[src/design/dcm_pkg.sv]
// shared constants, field layout and types of the dram configuration port
package dcm_pkg;
  localparam int          CFG_W       = 16;
  localparam int          AD_W        = 26;
  localparam int          DATA_W      = 32;
  localparam int          REF_W       = 9;
  localparam logic [15:0] CFG_RESET   = 16'h6CB0;
  localparam logic [15:0] CFG_RSVD    = 16'h8200;
  // field positions of the configuration register
  localparam int PAGE_SIZE_CODE_LO           = 0;
  localparam int INTERLEAVE_BIT              = 2;
  localparam int WRITE_NEAR_DISABLE_BIT      = 3;
  localparam int ROW_TO_COLUMN_DELAY_SEL_BIT = 4;
  localparam int ROW_TIMING_CODE_LO          = 5;
  localparam int COLUMN_WIDTH_SEL_BIT        = 8;
  localparam int COLUMN_PRECHARGE_SEL_BIT    = 10;
  localparam int REFRESH_CLOCK_CODE_LO       = 11;
  localparam int DELAYED_SELECT_SAMPLING_BIT = 14;
  // timing
  localparam logic [2:0] CFG_ACK_CYCLES     = 3'h3;
  localparam logic [2:0] PAGE_WR_MIN_FAST   = 3'h2;
  localparam logic [2:0] PAGE_WR_MIN_SLOW   = 3'h3;
  localparam logic [2:0] OTHER_CYCLES       = 3'h3;
  localparam int         REFRESH_MAX_NS     = 10000;
  localparam int         REF_MHZ [8]        = '{4, 8, 12, 16, 20, 25, 33, 40};
  // host register map
  localparam logic [7:0] REG_ADDR   = 8'h00;
  localparam logic [7:0] REG_DATA   = 8'h04;
  localparam logic [7:0] REG_CTRL   = 8'h08;
  localparam logic [7:0] REG_STATUS = 8'h0C;
  localparam logic [7:0] REG_RDDATA = 8'h10;
  localparam int         CTRL_GO    = 0;
  localparam int         CTRL_KIND  = 1;
  localparam int         STAT_BUSY  = 0;
  localparam int         STAT_DONE  = 1;

  typedef enum logic [1:0] {
    K_MEMWR = 2'b00,
    K_MEMRD = 2'b01,
    K_CFGWR = 2'b10,
    K_OTHER = 2'b11
  } dcm_kind_t;

  // refresh reload in cycles of the programmed clock rate
  function automatic logic [REF_W-1:0] dcmRefReload(input logic [2:0] code);
    dcmRefReload = REF_W'(REFRESH_MAX_NS * REF_MHZ[code] / 1000);
  endfunction

  function automatic logic [2:0] dcmRasWidth(input logic [2:0] code);
    case (code)
      3'h0:    dcmRasWidth = 3'h2;
      3'h1:    dcmRasWidth = 3'h3;
      3'h2:    dcmRasWidth = 3'h3;
      default: dcmRasWidth = 3'h4;
    endcase
  endfunction

  function automatic logic [2:0] dcmRasPre(input logic [2:0] code);
    case (code)
      3'h0:    dcmRasPre = 3'h2;
      3'h1:    dcmRasPre = 3'h2;
      3'h2:    dcmRasPre = 3'h3;
      3'h3:    dcmRasPre = 3'h2;
      3'h4:    dcmRasPre = 3'h3;
      default: dcmRasPre = 3'h4;
    endcase
  endfunction
endpackage

[src/design/dcm_bus_if.sv]
// processor local bus between the host end and the dram controller end
`timescale 1ns/100ps
`default_nettype none
interface dcm_bus_if;
  logic        ale;
  logic        rdN;
  logic        wrN;
  logic [25:0] ad;
  logic        csN;
  logic        cfgSelN;
  logic        devAckN;
  logic        devAckOeN;
  logic        devRdCEnN;
  logic        devRdCEnOeN;
  logic [31:0] rdData;
  logic        ackN;
  logic        rdCEnN;

  // pulled up when not driven
  assign ackN   = devAckOeN ? 1'b1 : devAckN;
  assign rdCEnN = devRdCEnOeN ? 1'b1 : devRdCEnN;

  modport dev (
    input  ale,
    input  rdN,
    input  wrN,
    input  ad,
    input  csN,
    input  cfgSelN,
    output devAckN,
    output devAckOeN,
    output devRdCEnN,
    output devRdCEnOeN,
    output rdData
  );
  modport host (
    output ale,
    output rdN,
    output wrN,
    output ad,
    output csN,
    output cfgSelN,
    input  ackN,
    input  rdCEnN,
    input  rdData
  );
endinterface
`default_nettype wire

[src/design/dcm_phase_timer.sv]
// down counter that times one strobe phase
`timescale 1ns/100ps
`default_nettype none
module dcm_phase_timer #(
  parameter int W = 3
) (
  input  wire logic         clk_sys,
  input  wire logic         reset,
  input  wire logic         load,
  input  wire logic [W-1:0] loadVal,
  output logic              done
);
  typedef struct packed {
    logic [W-1:0] cnt;
  } dcm_tmr_t;

  dcm_tmr_t s;
  dcm_tmr_t next_s;

  if (W < 1) begin : g_chk
    $error("timer width must be at least one");
  end

  always_comb begin
    next_s = s;
    if (load) begin
      next_s.cnt = loadVal;
    end else if (s.cnt != '0) begin
      next_s.cnt = s.cnt - W'(1);
    end
  end

  always_ff @(posedge clk_sys or posedge reset) begin
    if (reset) begin
      s <= '0;
    end else begin
      s <= next_s;
    end
  end

  assign done = (s.cnt == '0);
endmodule
`default_nettype wire

[src/design/dcm_dram_ctrl.sv]
// dram controller end: configuration register, select sampling, strobes, refresh
`timescale 1ns/100ps
`default_nettype none
// What this block does
// - config bit chooses immediate or delayed select sampling
// - delayed select forces page writes of three cycles
// - unselected bus cycles are spent on refresh
// - power-up selects 512 page, non-interleaved, 25 MHz
// - power-up strobe timing 2, 4, 4, 2.5, 1.5
// - power-up image 0x6CB0, reserved bits don't care
// - sixteen-bit write-only register drives the strobes
// - decoder asserts both selects to reach register
// - plain single write cycle updates the register
// - low sixteen bus bits stored on config write
// - controller acknowledges config write after three cycles
// - outside logic never drives the acknowledge
// - upper bus bits are zero on config writes
// - reserved bits nine and fifteen written as zero
// - boot probes sizes then writes exact setup
// - every config write replaces every field
// - row timing code sets strobe width, precharge
// - column width bit picks 2.5 or 1.5
// - clock code sets the refresh timer reload
module dcm_dram_ctrl
  import dcm_pkg::*;
(
  input  wire logic       clk_sys,
  input  wire logic       reset,
  dcm_bus_if.dev          bus,
  input  wire logic [31:0] dramDataIn,
  output logic            rasN,
  output logic            casN,
  output logic            refreshActive,
  output logic [1:0]      pageSizeCode,
  output logic            interleaved,
  output logic            writeNearEnable,
  output logic            columnPrechargeLong,
  output logic [15:0]     cfgImage
);
  typedef enum logic [2:0] {
    S_IDLE = 3'b000,
    S_WAIT = 3'b001,
    S_CFG  = 3'b010,
    S_PRE  = 3'b011,
    S_RCD  = 3'b100,
    S_CAS  = 3'b101,
    S_END  = 3'b110,
    S_REF  = 3'b111
  } dcm_dstate_t;

  typedef struct packed {
    dcm_dstate_t      st;
    logic             prevAle;
    logic [15:0]      cfg;
    logic [15:0]      act;
    logic [2:0]       age;
    logic             ackN;
    logic             rdCEnN;
    logic             rasN;
    logic             casN;
    logic [31:0]      rdData;
    logic [REF_W-1:0] refCnt;
    logic             refDue;
  } dcm_dev_t;

  localparam dcm_dev_t DEV_RESET = '{
    st:      S_IDLE,
    prevAle: 1'b0,
    cfg:     CFG_RESET,
    act:     CFG_RESET,
    age:     3'h0,
    ackN:    1'b1,
    rdCEnN:  1'b1,
    rasN:    1'b1,
    casN:    1'b1,
    rdData:  32'h0,
    refCnt:  REF_W'(0),
    refDue:  1'b0
  };

  dcm_dev_t    s;
  dcm_dev_t    next_s;
  logic        tLoad;
  logic [2:0]  tVal;
  logic        tDone;
  logic        negAle;
  logic        sampleNow;
  logic        refStart;
  logic        refHit;
  logic [15:0] cur;
  logic [2:0]  rasW;
  logic [2:0]  row_to_column_delay_sel;
  logic [2:0]  casLen;
  logic        driving;

  dcm_phase_timer #(
    .W (3)
  ) u_timer (
    .clk_sys (clk_sys),
    .reset   (reset),
    .load    (tLoad),
    .loadVal (tVal),
    .done    (tDone)
  );

  always_comb begin
    next_s = s;
    tLoad = 1'b0;
    tVal = 3'h0;
    refStart = 1'b0;
    next_s.prevAle = bus.ale;
    next_s.ackN = 1'b1;
    next_s.rdCEnN = 1'b1;
    negAle = s.prevAle && !bus.ale;
    // in idle the register in force is the stored one, later the latched copy
    cur = (s.st == S_IDLE) ? s.cfg : s.act;
    rasW = dcmRasWidth(s.act[ROW_TIMING_CODE_LO +: 3]);
    row_to_column_delay_sel = s.act[ROW_TO_COLUMN_DELAY_SEL_BIT] ? 3'h2 : 3'h1;
    casLen = s.act[COLUMN_WIDTH_SEL_BIT] ? 3'h2 : 3'h3;
    if (!bus.wrN) begin
      if (s.act[DELAYED_SELECT_SAMPLING_BIT] && casLen < PAGE_WR_MIN_SLOW) begin
        casLen = PAGE_WR_MIN_SLOW;
      end else if (casLen < PAGE_WR_MIN_FAST) begin
        casLen = PAGE_WR_MIN_FAST;
      end
    end
    // hold the row strobe for at least its programmed width
    if (casLen < rasW - row_to_column_delay_sel) begin
      casLen = rasW - row_to_column_delay_sel;
    end
    refHit = (s.refCnt == REF_W'(0));
    if (refHit) begin
      next_s.refCnt = dcmRefReload(s.cfg[REFRESH_CLOCK_CODE_LO +: 3]);
    end else begin
      next_s.refCnt = s.refCnt - REF_W'(1);
    end
    if (s.age != 3'h7) begin
      next_s.age = s.age + 3'h1;
    end
    sampleNow = (s.st == S_WAIT) ||
                (s.st == S_IDLE && negAle && !s.cfg[DELAYED_SELECT_SAMPLING_BIT]);
    case (s.st)
      S_IDLE: begin
        next_s.rasN = 1'b1;
        next_s.casN = 1'b1;
        if (negAle) begin
          next_s.act = s.cfg;
          next_s.age = 3'h1;
          if (s.cfg[DELAYED_SELECT_SAMPLING_BIT]) begin
            next_s.st = S_WAIT;
          end
        end
      end
      S_WAIT: begin
        next_s.st = S_IDLE;
      end
      S_CFG: begin
        if (s.age == CFG_ACK_CYCLES - 3'h1) begin
          next_s.ackN = 1'b0;
        end
        if (!s.ackN) begin
          if (!bus.wrN) begin
            next_s.cfg = bus.ad[15:0];
          end
          next_s.st = S_IDLE;
        end
      end
      S_PRE: begin
        if (tDone) begin
          next_s.st = S_RCD;
          next_s.rasN = 1'b0;
          tLoad = 1'b1;
          tVal = row_to_column_delay_sel - 3'h1;
        end
      end
      S_RCD: begin
        if (tDone) begin
          next_s.st = S_CAS;
          next_s.casN = 1'b0;
          tLoad = 1'b1;
          tVal = casLen - 3'h1;
        end
      end
      S_CAS: begin
        if (tDone) begin
          next_s.st = S_END;
          next_s.rasN = 1'b1;
          next_s.casN = 1'b1;
          next_s.ackN = 1'b0;
          next_s.rdCEnN = bus.rdN;
          next_s.rdData = dramDataIn;
        end
      end
      S_END: begin
        next_s.st = S_IDLE;
      end
      S_REF: begin
        if (tDone) begin
          next_s.rasN = 1'b1;
          next_s.st = S_IDLE;
        end
      end
      default: begin
        next_s.st = S_IDLE;
      end
    endcase
    if (sampleNow) begin
      if (!bus.csN && !bus.cfgSelN) begin
        next_s.st = S_CFG;
      end else if (!bus.csN) begin
        next_s.st = S_PRE;
        tLoad = 1'b1;
        tVal = dcmRasPre(cur[ROW_TIMING_CODE_LO +: 3]) - 3'h2;
      end else if (s.refDue) begin
        next_s.st = S_REF;
        next_s.rasN = 1'b0;
        refStart = 1'b1;
        tLoad = 1'b1;
        tVal = dcmRasWidth(cur[ROW_TIMING_CODE_LO +: 3]) - 3'h1;
      end else begin
        next_s.st = S_IDLE;
      end
    end
    // a new refresh demand beats the clear of the old one
    next_s.refDue = refHit || (s.refDue && !refStart);
  end

  always_ff @(posedge clk_sys or posedge reset) begin
    if (reset) begin
      s <= DEV_RESET;
    end else begin
      s <= next_s;
    end
  end

  // acknowledge and read enable are only driven for our own accesses
  assign driving = (s.st == S_CFG) || (s.st == S_PRE) || (s.st == S_RCD) ||
                   (s.st == S_CAS) || (s.st == S_END);
  assign bus.devAckN     = s.ackN;
  assign bus.devAckOeN   = !driving;
  assign bus.devRdCEnN   = s.rdCEnN;
  assign bus.devRdCEnOeN = !driving;
  assign bus.rdData      = s.rdData;

  assign rasN                = s.rasN;
  assign casN                = s.casN;
  assign refreshActive       = (s.st == S_REF);
  assign pageSizeCode        = s.act[PAGE_SIZE_CODE_LO +: 2];
  assign interleaved         = s.act[INTERLEAVE_BIT];
  assign writeNearEnable     = !s.act[WRITE_NEAR_DISABLE_BIT];
  assign columnPrechargeLong = s.act[COLUMN_PRECHARGE_SEL_BIT];
  assign cfgImage            = s.cfg;
endmodule
`default_nettype wire

[src/flat_wrapper.sv]
// flat-port wrapper written by rule: the top's interface ports become plain ports
module dcm_dram_ctrl_flat import dcm_pkg::*;
  (clk_sys, reset, dramDataIn, rasN, casN, refreshActive, pageSizeCode, interleaved, writeNearEnable, columnPrechargeLong, cfgImage, bus_ale, bus_rdN, bus_wrN, bus_ad, bus_csN, bus_cfgSelN, bus_devAckN, bus_devAckOeN, bus_devRdCEnN, bus_devRdCEnOeN, bus_rdData);
  dcm_bus_if bus_i ();
  input  wire logic clk_sys;
  input  wire logic reset;
  input  wire logic [31:0] dramDataIn;
  output logic rasN;
  output logic casN;
  output logic refreshActive;
  output logic [1:0] pageSizeCode;
  output logic interleaved;
  output logic writeNearEnable;
  output logic columnPrechargeLong;
  output logic [15:0] cfgImage;
  input wire logic [$bits(bus_i.ale)-1:0] bus_ale;
  input wire logic [$bits(bus_i.rdN)-1:0] bus_rdN;
  input wire logic [$bits(bus_i.wrN)-1:0] bus_wrN;
  input wire logic [$bits(bus_i.ad)-1:0] bus_ad;
  input wire logic [$bits(bus_i.csN)-1:0] bus_csN;
  input wire logic [$bits(bus_i.cfgSelN)-1:0] bus_cfgSelN;
  output wire logic [$bits(bus_i.devAckN)-1:0] bus_devAckN;
  output wire logic [$bits(bus_i.devAckOeN)-1:0] bus_devAckOeN;
  output wire logic [$bits(bus_i.devRdCEnN)-1:0] bus_devRdCEnN;
  output wire logic [$bits(bus_i.devRdCEnOeN)-1:0] bus_devRdCEnOeN;
  output wire logic [$bits(bus_i.rdData)-1:0] bus_rdData;
  assign bus_i.ale = bus_ale;
  assign bus_i.rdN = bus_rdN;
  assign bus_i.wrN = bus_wrN;
  assign bus_i.ad = bus_ad;
  assign bus_i.csN = bus_csN;
  assign bus_i.cfgSelN = bus_cfgSelN;
  assign bus_devAckN = bus_i.devAckN;
  assign bus_devAckOeN = bus_i.devAckOeN;
  assign bus_devRdCEnN = bus_i.devRdCEnN;
  assign bus_devRdCEnOeN = bus_i.devRdCEnOeN;
  assign bus_rdData = bus_i.rdData;
  dcm_dram_ctrl u_core (.clk_sys(clk_sys), .reset(reset), .bus(bus_i), .dramDataIn(dramDataIn), .rasN(rasN), .casN(casN), .refreshActive(refreshActive), .pageSizeCode(pageSizeCode), .interleaved(interleaved), .writeNearEnable(writeNearEnable), .columnPrechargeLong(columnPrechargeLong), .cfgImage(cfgImage));
endmodule
[config.mk]
export PLATFORM = sky130hd
export DESIGN_NAME = dcm_dram_ctrl_flat
export DESIGN_NICKNAME = d
export VERILOG_FILES = /design/src/design/dcm_pkg.sv /design/src/design/dcm_bus_if.sv /design/src/design/dcm_phase_timer.sv /design/src/design/dcm_dram_ctrl.sv /design/src/flat_wrapper.sv
export SDC_FILE = /design/constraint.sdc
export NUM_CORES = 1
export LEC_CHECK = 0
export ABC_AREA = 1
export CORE_ASPECT_RATIO = 0.6
export CORE_MARGIN = 3
export CORE_UTILIZATION = 50
export DETAILED_ROUTE_END_ITERATION = 10
export DONT_BUFFER_PORTS = 1
export PLACE_DENSITY = 0.74
export REMOVE_ABC_BUFFERS = 1
export SYNTH_ARGS = -nofsm -noshare
export SYNTH_HDL_FRONTEND = slang
export SYNTH_SLANG_ARGS = --single-unit
[constraint.sdc]
create_clock -name clk_sys -period 8.48 [get_ports clk_sys]
set_clock_uncertainty 0.15 [all_clocks]
set_input_delay 0.424 -clock clk_sys [delete_from_list [all_inputs] [get_ports clk_sys]]
set_output_delay 0.424 -clock clk_sys [all_outputs]
set_load 0.01 [all_outputs]
==> impl_metrics.yaml, run 1 <==
run_status:
  violations: "setup timing"
  status: "finished with violations"
global_routing:
  grt_max_degree: 47
  gr-total-overflow: 0
  grt_pass1_wl_microns: 28550
  grt_pass1_vias: 5846
  grt_usage_pct: 21.46
  antenna_found_initial: 0
detailed_routing:
  drt_wl_total_microns: 18930
  drc: 0
  via_count: 6584
  detail-route-antenna-nets: 0
  drt-initial-drc-count: 590
  viasPerCell: 5.192
  drt_pass1_iterations: 4
  wl_per_cell_microns: 14.93
sta:
  setup_violations: 2
  maxSlewViolCount: 0
  max_slew.worst_pin.slew_ns: 0.9873
  final_hold_viol_count: 0
  fmax_ghz: 0.1152
  grt_setup_unrepaired: "true"
  fin_crit_ns: 8.681
  slew_headroom_pct: 33.94
  fin_ws_ns: -0.2013
  fin_crit_sh_pct: 102.4
yosys:
  yosysWarnings: 0
  synth_common_cells: "nand2_1, inv_1, nor2_1"
  synth_edf_count: 0
  synth.most_common_cell: "nand2_1"
  synth_top_area_share_pct: 23.45
  syn_inst: 1022
  syn-cell-area_sq_um: 7151
  synth.area.top_cells: "dfrtp_1, nand2_1, ha_1, inv_1, dfstp_2"
  yosys_register_bits: 83
  synth.avg_cell_area_sq_um: 6.997
  ys.flop_type: "dfrtp_1"
  synth-async-reset-ratio_pct: 100.0
  yosysSeqAreaShare_pct: 29.33
  synth_area_leader_cell: "dfrtp_1"
  synth.distinct_cells: 51
floorplan:
  die_height_microns: 98.63
  initial_core_util_pct: 51.70
  die_area_sq_um: 15820
  die_x_microns: 160.4
  io_pins: 125
  core_sq_um: 13830
  rows: 33
setup_path:
  crit_required_ns: 8.55
  cp_common_cell: "nand2_4"
  crit_type: "flip-flop to flip-flop"
  endpoint_kind: "flip-flop"
  cp_slowest_cell: "dfstp_2"
  cp_slowest_stage_delay_ns: 0.57
  cp-start-kind: "flip-flop"
  path_max_fanout: 8
  worstRegToRegCells: 63
  cp_data_arrival_time_ns: 8.75
cts:
  cts.sink_count: 83
  cts.path.max_buffers: 2
  htree_levels: 3
  clockRootBuffer: "clkbuf_16"
  cts_buffers: 9
  cts_tree: "done"
  clkTransAtPathRegs_ns: 0.06
  insertion_delay_ns: 0.33
final_layout:
  nets: 1192
  antennaDiodeCount: 0
  drive_gt1_share_pct: 29.83
  area_growth_pct: 22.54
place:
  io_buffers: 0
  post-dp-hpwl_microns: 13090
  gp_congestion: 0.9152
  pre_cts_ws_ns: -0.2782
min_path:
  hold_class: "input pin to flip-flop"
  min_path_cells: 2
job:
  maxCapViolCount: 0
-- state kept, by name, summed over array words and instances, names as in the netlist --
| register | cells |
|---|---|
| u_core.bus.devAckN | 1 |
| u_core.bus.devRdCEnN | 1 |
| u_core.bus.rdData | 32 |
| u_core.casN | 1 |
| u_core.cfgImage | 16 |
| u_core.columnPrechargeLong | 1 |
| u_core.interleaved | 1 |
| u_core.pageSizeCode | 2 |
| u_core.rasN | 1 |
| u_core.s | 24 |
| u_core.u_timer.s | 3 |
-- worst paths after layout --
kind                                     start                     to  slack, ns
hold / removal                  dramDataIn[31]  u_core.bus.rdData[31]       0.06
min in group asynchronous                reset           u_core.s[84]       0.47
setup / recovery           u_core.cfgImage[11]            u_core.s[1]      -0.20
max in group asynchronous                reset   u_core.bus.devRdCEnN       6.73
setup reg to reg           u_core.cfgImage[11]            u_core.s[1]      -0.20
hold reg to reg                   u_core.s[63]           u_core.s[63]       0.34
-- logic make-up (layout without fill, tap and decap cells) --
| family | Yosys count | after routing | share of synthesized area (%) |
|---|---|---|---|
| buffers and inverters | 209 | 263 | 13.86 |
| muxes | 10 | 10 | 1.557 |
| adders and majority gates | 56 | 56 | 10.01 |
| xor gates and xnor gates | 25 | 25 | 3.062 |
| AOI/OAI and AO/OA | 92 | 92 | 7.191 |
| other | 1 | 1 | 0.05244 |
| and+or+nand+nor | 546 | 546 | 34.94 |
| DFF | 83 | 83 | 29.33 |
-- per-stage QoR --
| step | hold slack (ns) | cell area (sq um) | util (%) | std cells | setup TNS [ns] |
|---|---|---|---|---|---|
| floorplan | 0.2968 | 6700 | - | 957 | 0 |
| global placement | 0.2577 | 7467 | 53.98 | 1217 | -0.06454 |
| detailed placement | 0.2571 | 7467 | 53.98 | 1217 | -0.3746 |
| CTS | 0.05417 | 7994 | 57.79 | 1242 | 0 |
| global route | 0.05059 | 8762 | 63.35 | 1268 | -1.046 |
| finish | 0.06446 | 8762 | 63.35 | 1268 | -0.3048 |
-- cell type report --
type                    instances  area, sq um
clock buffers                  10        239.0
well taps                     192        240.2
inverters                     144        546.8
fillers                      1158         5070
flip-flops and latches         83         2097
multi-input cells             730         4726
clock inverters                 6        63.81
repair buffers                103        849.6
-- cell usage in the layout, fill, tap and decap left out, types with 24 or more instances in the layout --
master   synthesis  final
buf_4           53     89
nor2_1          95     77
nand3_1         58     38
inv_1          134    124
dfrtp_1         67     67
nand2_1        304    265
nand2_2         19     48
o21ai_0         38     31
nand3_2         11     24
ha_1            54     44
-- metal layers --
layer,vias up,GRT usage [%],share of wire (%)
met3,10,5.292,8.1
met1,3053,33.44,48
met2,242,31.09,43
li1,3279,-,-
met5,-,0,0
met4,0,1.867,0.48
-- repair_timing --
action / in CTS / in global routing
pin swaps: 18 / 61
hold endpoints to repair: 25 / 0
hold buffers: 2 / 0
setup endpoints to repair: 2 / 2
gates resized for setup: 36 / 132
buffers inserted: 7 / 25
gates cloned: 0 / 1
-- worst max-delay path: cells and delay by family, from the launching register on --
| kind | cells | cell delay, ns |
|---|---|---|
| and+or+nand+nor | 43 | 4.65 |
| buffers and inverters | 9 | 0.67 |
| DFF | 1 | 0.57 |
| AOI/OAI and AO/OA | 4 | 0.55 |
| adders and majority gates | 7 | 1.93 |
Power of run 1 is not shown: default switching activity piles up to over one toggle a cycle in this logic, so the estimate is an artifact.
==> run 2: changes to the inputs <==
- PLACE_DENSITY: 0.74 -> unset
- PLACE_DENSITY_LB_ADDON: unset -> 0.12
- REMOVE_ABC_BUFFERS: 1 -> unset
==> impl_metrics.yaml, run 2 (synthesized netlist as in run 1, its figures left out) <==
run_status:
  status: "finished with violations"
  violations: "setup timing"
global_routing:
  antenna_found_initial: 0
  grtUsageMet1_pct: 36.74
  gr-total-overflow: 0
  grt_busiest_layer: "met1"
  grt_use_met2_pct: 31.22
  grtUsageMet3_pct: 5.670
  grt_usage_pct: 22.72
  grt_pass1_vias: 5881
  grt_max_degree: 84
  grt_pass1_wl_microns: 29840
floorplan:
  die_area_sq_um: 15820
  io_pins: 125
  die_x_microns: 160.4
  initial_core_util_pct: 51.70
  die_height_microns: 98.63
  rows: 33
  core_sq_um: 13830
final_layout:
  drive_gt1_share_pct: 32.64
  final_common_cell: "nand2_1"
  largest_reg_flops: 32
  layoutNonFillerInstCount: 1292
  nFillCells: 1207
  antennaDiodeCount: 0
  final_cell_mix: "nand2_1, inv_1, buf_4, nor2_1, dfrtp_1"
  nets: 1216
  area_growth_pct: 26.21
  final_area_sq_um: 9025
detailed_routing:
  viasPerCell: 5.094
  drc: 0
  wl_per_cell_microns: 14.51
  via_count: 6581
  drt_pass1_iterations: 5
  drt_wl_total_microns: 18750
  drt-initial-drc-count: 496
  detail-route-antenna-nets: 0
setup_path:
  cp_slowest_stage_delay_ns: 0.56
  startpoint: "u_core.cfgImage[11]"
  r2r_slack_ns: -0.03
  cp_common_cell: "nand2_2"
  rr_endpoint: "u_core.s[1]"
  crit_required_ns: 8.56
  cp_data_arrival_time_ns: 8.59
  path_max_fanout: 8
  worstReg2RegStart: "u_core.cfgImage[11]"
  cp_slowest_cell: "fa_1"
  endpoint: "u_core.s[1]"
  worstRegToRegCells: 64
  endpoint_kind: "flip-flop"
  crit_type: "flip-flop to flip-flop"
  cp-start-kind: "flip-flop"
cts:
  cts.sink_count: 83
  cts.path.max_buffers: 2
  clockRootBuffer: "clkbuf_16"
  clkTransAtPathRegs_ns: 0.07
  cts_tree: "done"
  htree_levels: 3
  insertion_delay_ns: 0.34
  cts_buffers: 9
place:
  post-dp-hpwl_microns: 13850
  dp_cells: 1252
  io_buffers: 0
  placed_area_sq_um: 7730
  gp_congestion: 0.8669
sta:
  fmax_ghz: 0.1175
  fin_crit_sh_pct: 100.3
  slew_headroom_pct: 32.36
  final_hold_viol_count: 0
  grt_setup_unrepaired: "true"
  hold_slack_ns: 0.04769
  maxSlewViolCount: 0
  fin_crit_ns: 8.508
  fin_ws_ns: -0.02829
  setup_violations: 1
  tns_ns: -0.02829
  max_slew.worst_pin.slew_ns: 1.015
min_path:
  hold_class: "input pin to flip-flop"
yosys:
  syn-num-nets: 1143
job:
  maxCapViolCount: 0
-- run 2: changes by cell type in the layout (fill, tap and decap cells not counted), moves of 3 or more --
cell / change
nand2_1: -8
inv_2: -4
nor2_1: -6
buf_4: +24
o21ai_2: -4
nor2_2: +4
nand2_4: +4
nand2_2: +4
o21ai_1: +3
-- run 2: how the worst min path moves through the flow --
stage / from / endpoint / cells past startpoint
floorplan: u_core.bus.rdData[0] / u_core.bus.rdData[0] / 2
global placement: bus_ale / u_core.s[81] / 0
detailed placement: bus_ale / u_core.s[81] / 0
CTS: dramDataIn[24] / u_core.bus.rdData[24] / 2
global route: dramDataIn[31] / u_core.bus.rdData[31] / 2
finish: dramDataIn[23] / u_core.bus.rdData[23] / 2
-- run 2: cell type report --
type | instances | area (sq um) | area share [%]
tap | 192 | 240.2 | 2.662
clock inverter | 7 | 81.33 | 0.9012
clock buffer | 9 | 225.2 | 2.495
sequential | 83 | 2097 | 23.24
inverter | 144 | 551.8 | 6.114
timing repair buffer | 127 | 1017 | 11.27
multi-input combinational | 730 | 4812 | 53.32
-- run 2: per-layer routing --
layer  vias up  wire length [microns]
li1       3314                      -
met1      3085                   9482
met2       179                   7900
met3         3                   1335
met4         0                     29
met5         -                      0
-- run 2: per-stage QoR --
stage	setup WS [ns]	util, %
global placement	-0.2029	55.88
CTS	0.02269	60.06
global route	-0.5862	65.25
detailed placement	-0.3046	55.88
floorplan	0.2648	-
finish	-0.02829	65.25
-- run 2: worst max-delay path, delay by kind of cell, from the launching register on --
kind / cells / cell delay (ns)
compound gates: 4 / 0.71
fa+ha+maj: 6 / 1.86
flops: 1 / 0.54
simple gates: 44 / 4.17
buf+inv: 10 / 0.97
-- run 2: timing repair --
action,4_1_cts,5_1_grt
endpoints found under the hold margin,1,0
hold buffers,1,0
setup buffers,6,18
endpoints found under the setup margin,2,2
pin swaps,25,80
gates resized for setup,53,139
Power of run 2 is left out for the same reason.
==> run 3: changes to the inputs <==
- CORE_MARGIN: 3 -> unset
==> impl_metrics.yaml, run 3 (synthesized netlist as in run 1, its figures left out) <==
sta:
  fin_ws_ns: 0.07029
  setup_violations: 0
  slew_headroom_pct: 33.02
  fin_crit_ns: 8.410
  fmax_ghz: 0.1189
  final_hold_viol_count: 0
  fin_crit_sh_pct: 99.17
  grt_setup_unrepaired: "true"
  hold_slack_ns: 0.05576
  maxSlewViolCount: 0
  max_slew.worst_pin.slew_ns: 1.005
place:
  placed_area_sq_um: 7597
  io_buffers: 0
  pre_cts_ws_ns: -0.3246
  gp_congestion: 0.8980
  post-dp-hpwl_microns: 13520
global_routing:
  grt_busiest_layer: "met1"
  grt_max_degree: 84
  grt_pass1_wl_microns: 28210
  grt_usage_pct: 23.91
  grt_use_met2_pct: 32.25
  grtUsageMet1_pct: 38.50
  grt_pass1_vias: 5820
  antenna_found_initial: 0
  grtUsageMet3_pct: 4.819
  gr-total-overflow: 0
detailed_routing:
  via_count: 6387
  drt_pass1_iterations: 6
  drc: 0
  drt-initial-drc-count: 428
  viasPerCell: 5.017
  wl_per_cell_microns: 14.15
  detail-route-antenna-nets: 0
  drt_wl_total_microns: 18020
yosys:
  syn-num-nets: 1143
final_layout:
  nets: 1197
  nFillCells: 1224
  seq_area_sq_um: 2097
  final_cell_mix: "nand2_1, inv_1, buf_4, nor2_1, dfrtp_1"
  antennaDiodeCount: 0
  final_common_cell: "nand2_1"
  largest_reg_flops: 32
  multiInputGateArea_sq_um: 4855
  drive_gt1_share_pct: 30.53
  final_area_sq_um: 8932
  area_growth_pct: 24.92
floorplan:
  initial_core_util_pct: 51.85
  die_area_sq_um: 14800
  io_pins: 125
  core_sq_um: 13790
  rows: 33
  die_height_microns: 94.63
  die_x_microns: 156.4
cts:
  cts_buffers: 9
  clkTransAtPathRegs_ns: 0.07
  insertion_delay_ns: 0.33
  clockRootBuffer: "clkbuf_16"
  cts.path.max_buffers: 2
  cts_tree: "done"
  cts.sink_count: 83
  htree_levels: 3
setup_path:
  crit_type: "flip-flop to flip-flop"
  crit_required_ns: 8.56
  cp_common_cell: "nand2_1"
  r2r_slack_ns: 0.07
  cp_data_arrival_time_ns: 8.49
  cp_slowest_cell: "dfstp_2"
  cp-start-kind: "flip-flop"
  endpoint_kind: "flip-flop"
  cp_slowest_stage_delay_ns: 0.55
  path_max_fanout: 7
run_status:
  status: "complete, no violations"
job:
  maxCapViolCount: 0
min_path:
  hold_class: "input pin to flip-flop"
run 3: worst paths after layout:
path / startpoint / end / cells past startpoint
max in group asynchronous: reset / u_core.cfgImage[9] / 2
max: u_core.cfgImage[11] / u_core.s[1] / 67
min in group asynchronous: reset / u_core.bus.rdData[24] / 2
min: dramDataIn[12] / u_core.bus.rdData[12] / 2
max reg2reg: u_core.cfgImage[11] / u_core.s[1] / 67
min reg2reg: u_core.s[63] / u_core.s[63] / 2
run 3: what timing repair did:
action,CTS,global route
setup buffers,5,15
endpoints found under the setup margin,2,2
hold endpoints to repair,1,0
gates resized for setup,31,158
gates cloned,0,0
pin swaps,15,75
hold buffers,1,0
run 3: worst max-delay path, delay by kind of cell (launching register included):
kind / cells / cell delay (ns)
buffers and inverters: 11 / 0.84
and+or+nand+nor: 48 / 4.53
DFF: 1 / 0.55
adders and majority gates: 7 / 2.05
AOI/OAI and AO/OA: 1 / 0.16
run 3: through the flow:
| step | TNS [ns] | std cells | utilization, % |
|---|---|---|---|
| after floorplan | 0 | 1022 | - |
| after global placement | -0.3164 | 1236 | 55.09 |
| after detailed placement | -0.5086 | 1236 | 55.09 |
| after CTS | 0 | 1258 | 58.54 |
| after global routing | -0.8555 | 1273 | 64.77 |
| final | 0 | 1273 | 64.77 |
run 3: layout make-up:
cell class                 instances  share of cell area (%)
multi-input combinational        730                   54.35
sequential                        83                   23.48
timing repair buffer             108                   9.847
inverter                         144                   6.177
tap                              192                   2.689
clock buffer                       9                   2.521
clock inverter                     7                  0.9385
run 3: metal layers:
metal,vias to the layer above,wire length (microns)
met2,183,7002
met3,12,1273
met1,2902,9651
met4,0,92
li1,3290,-
met5,-,0
Power of run 3 is left out for the same reason.
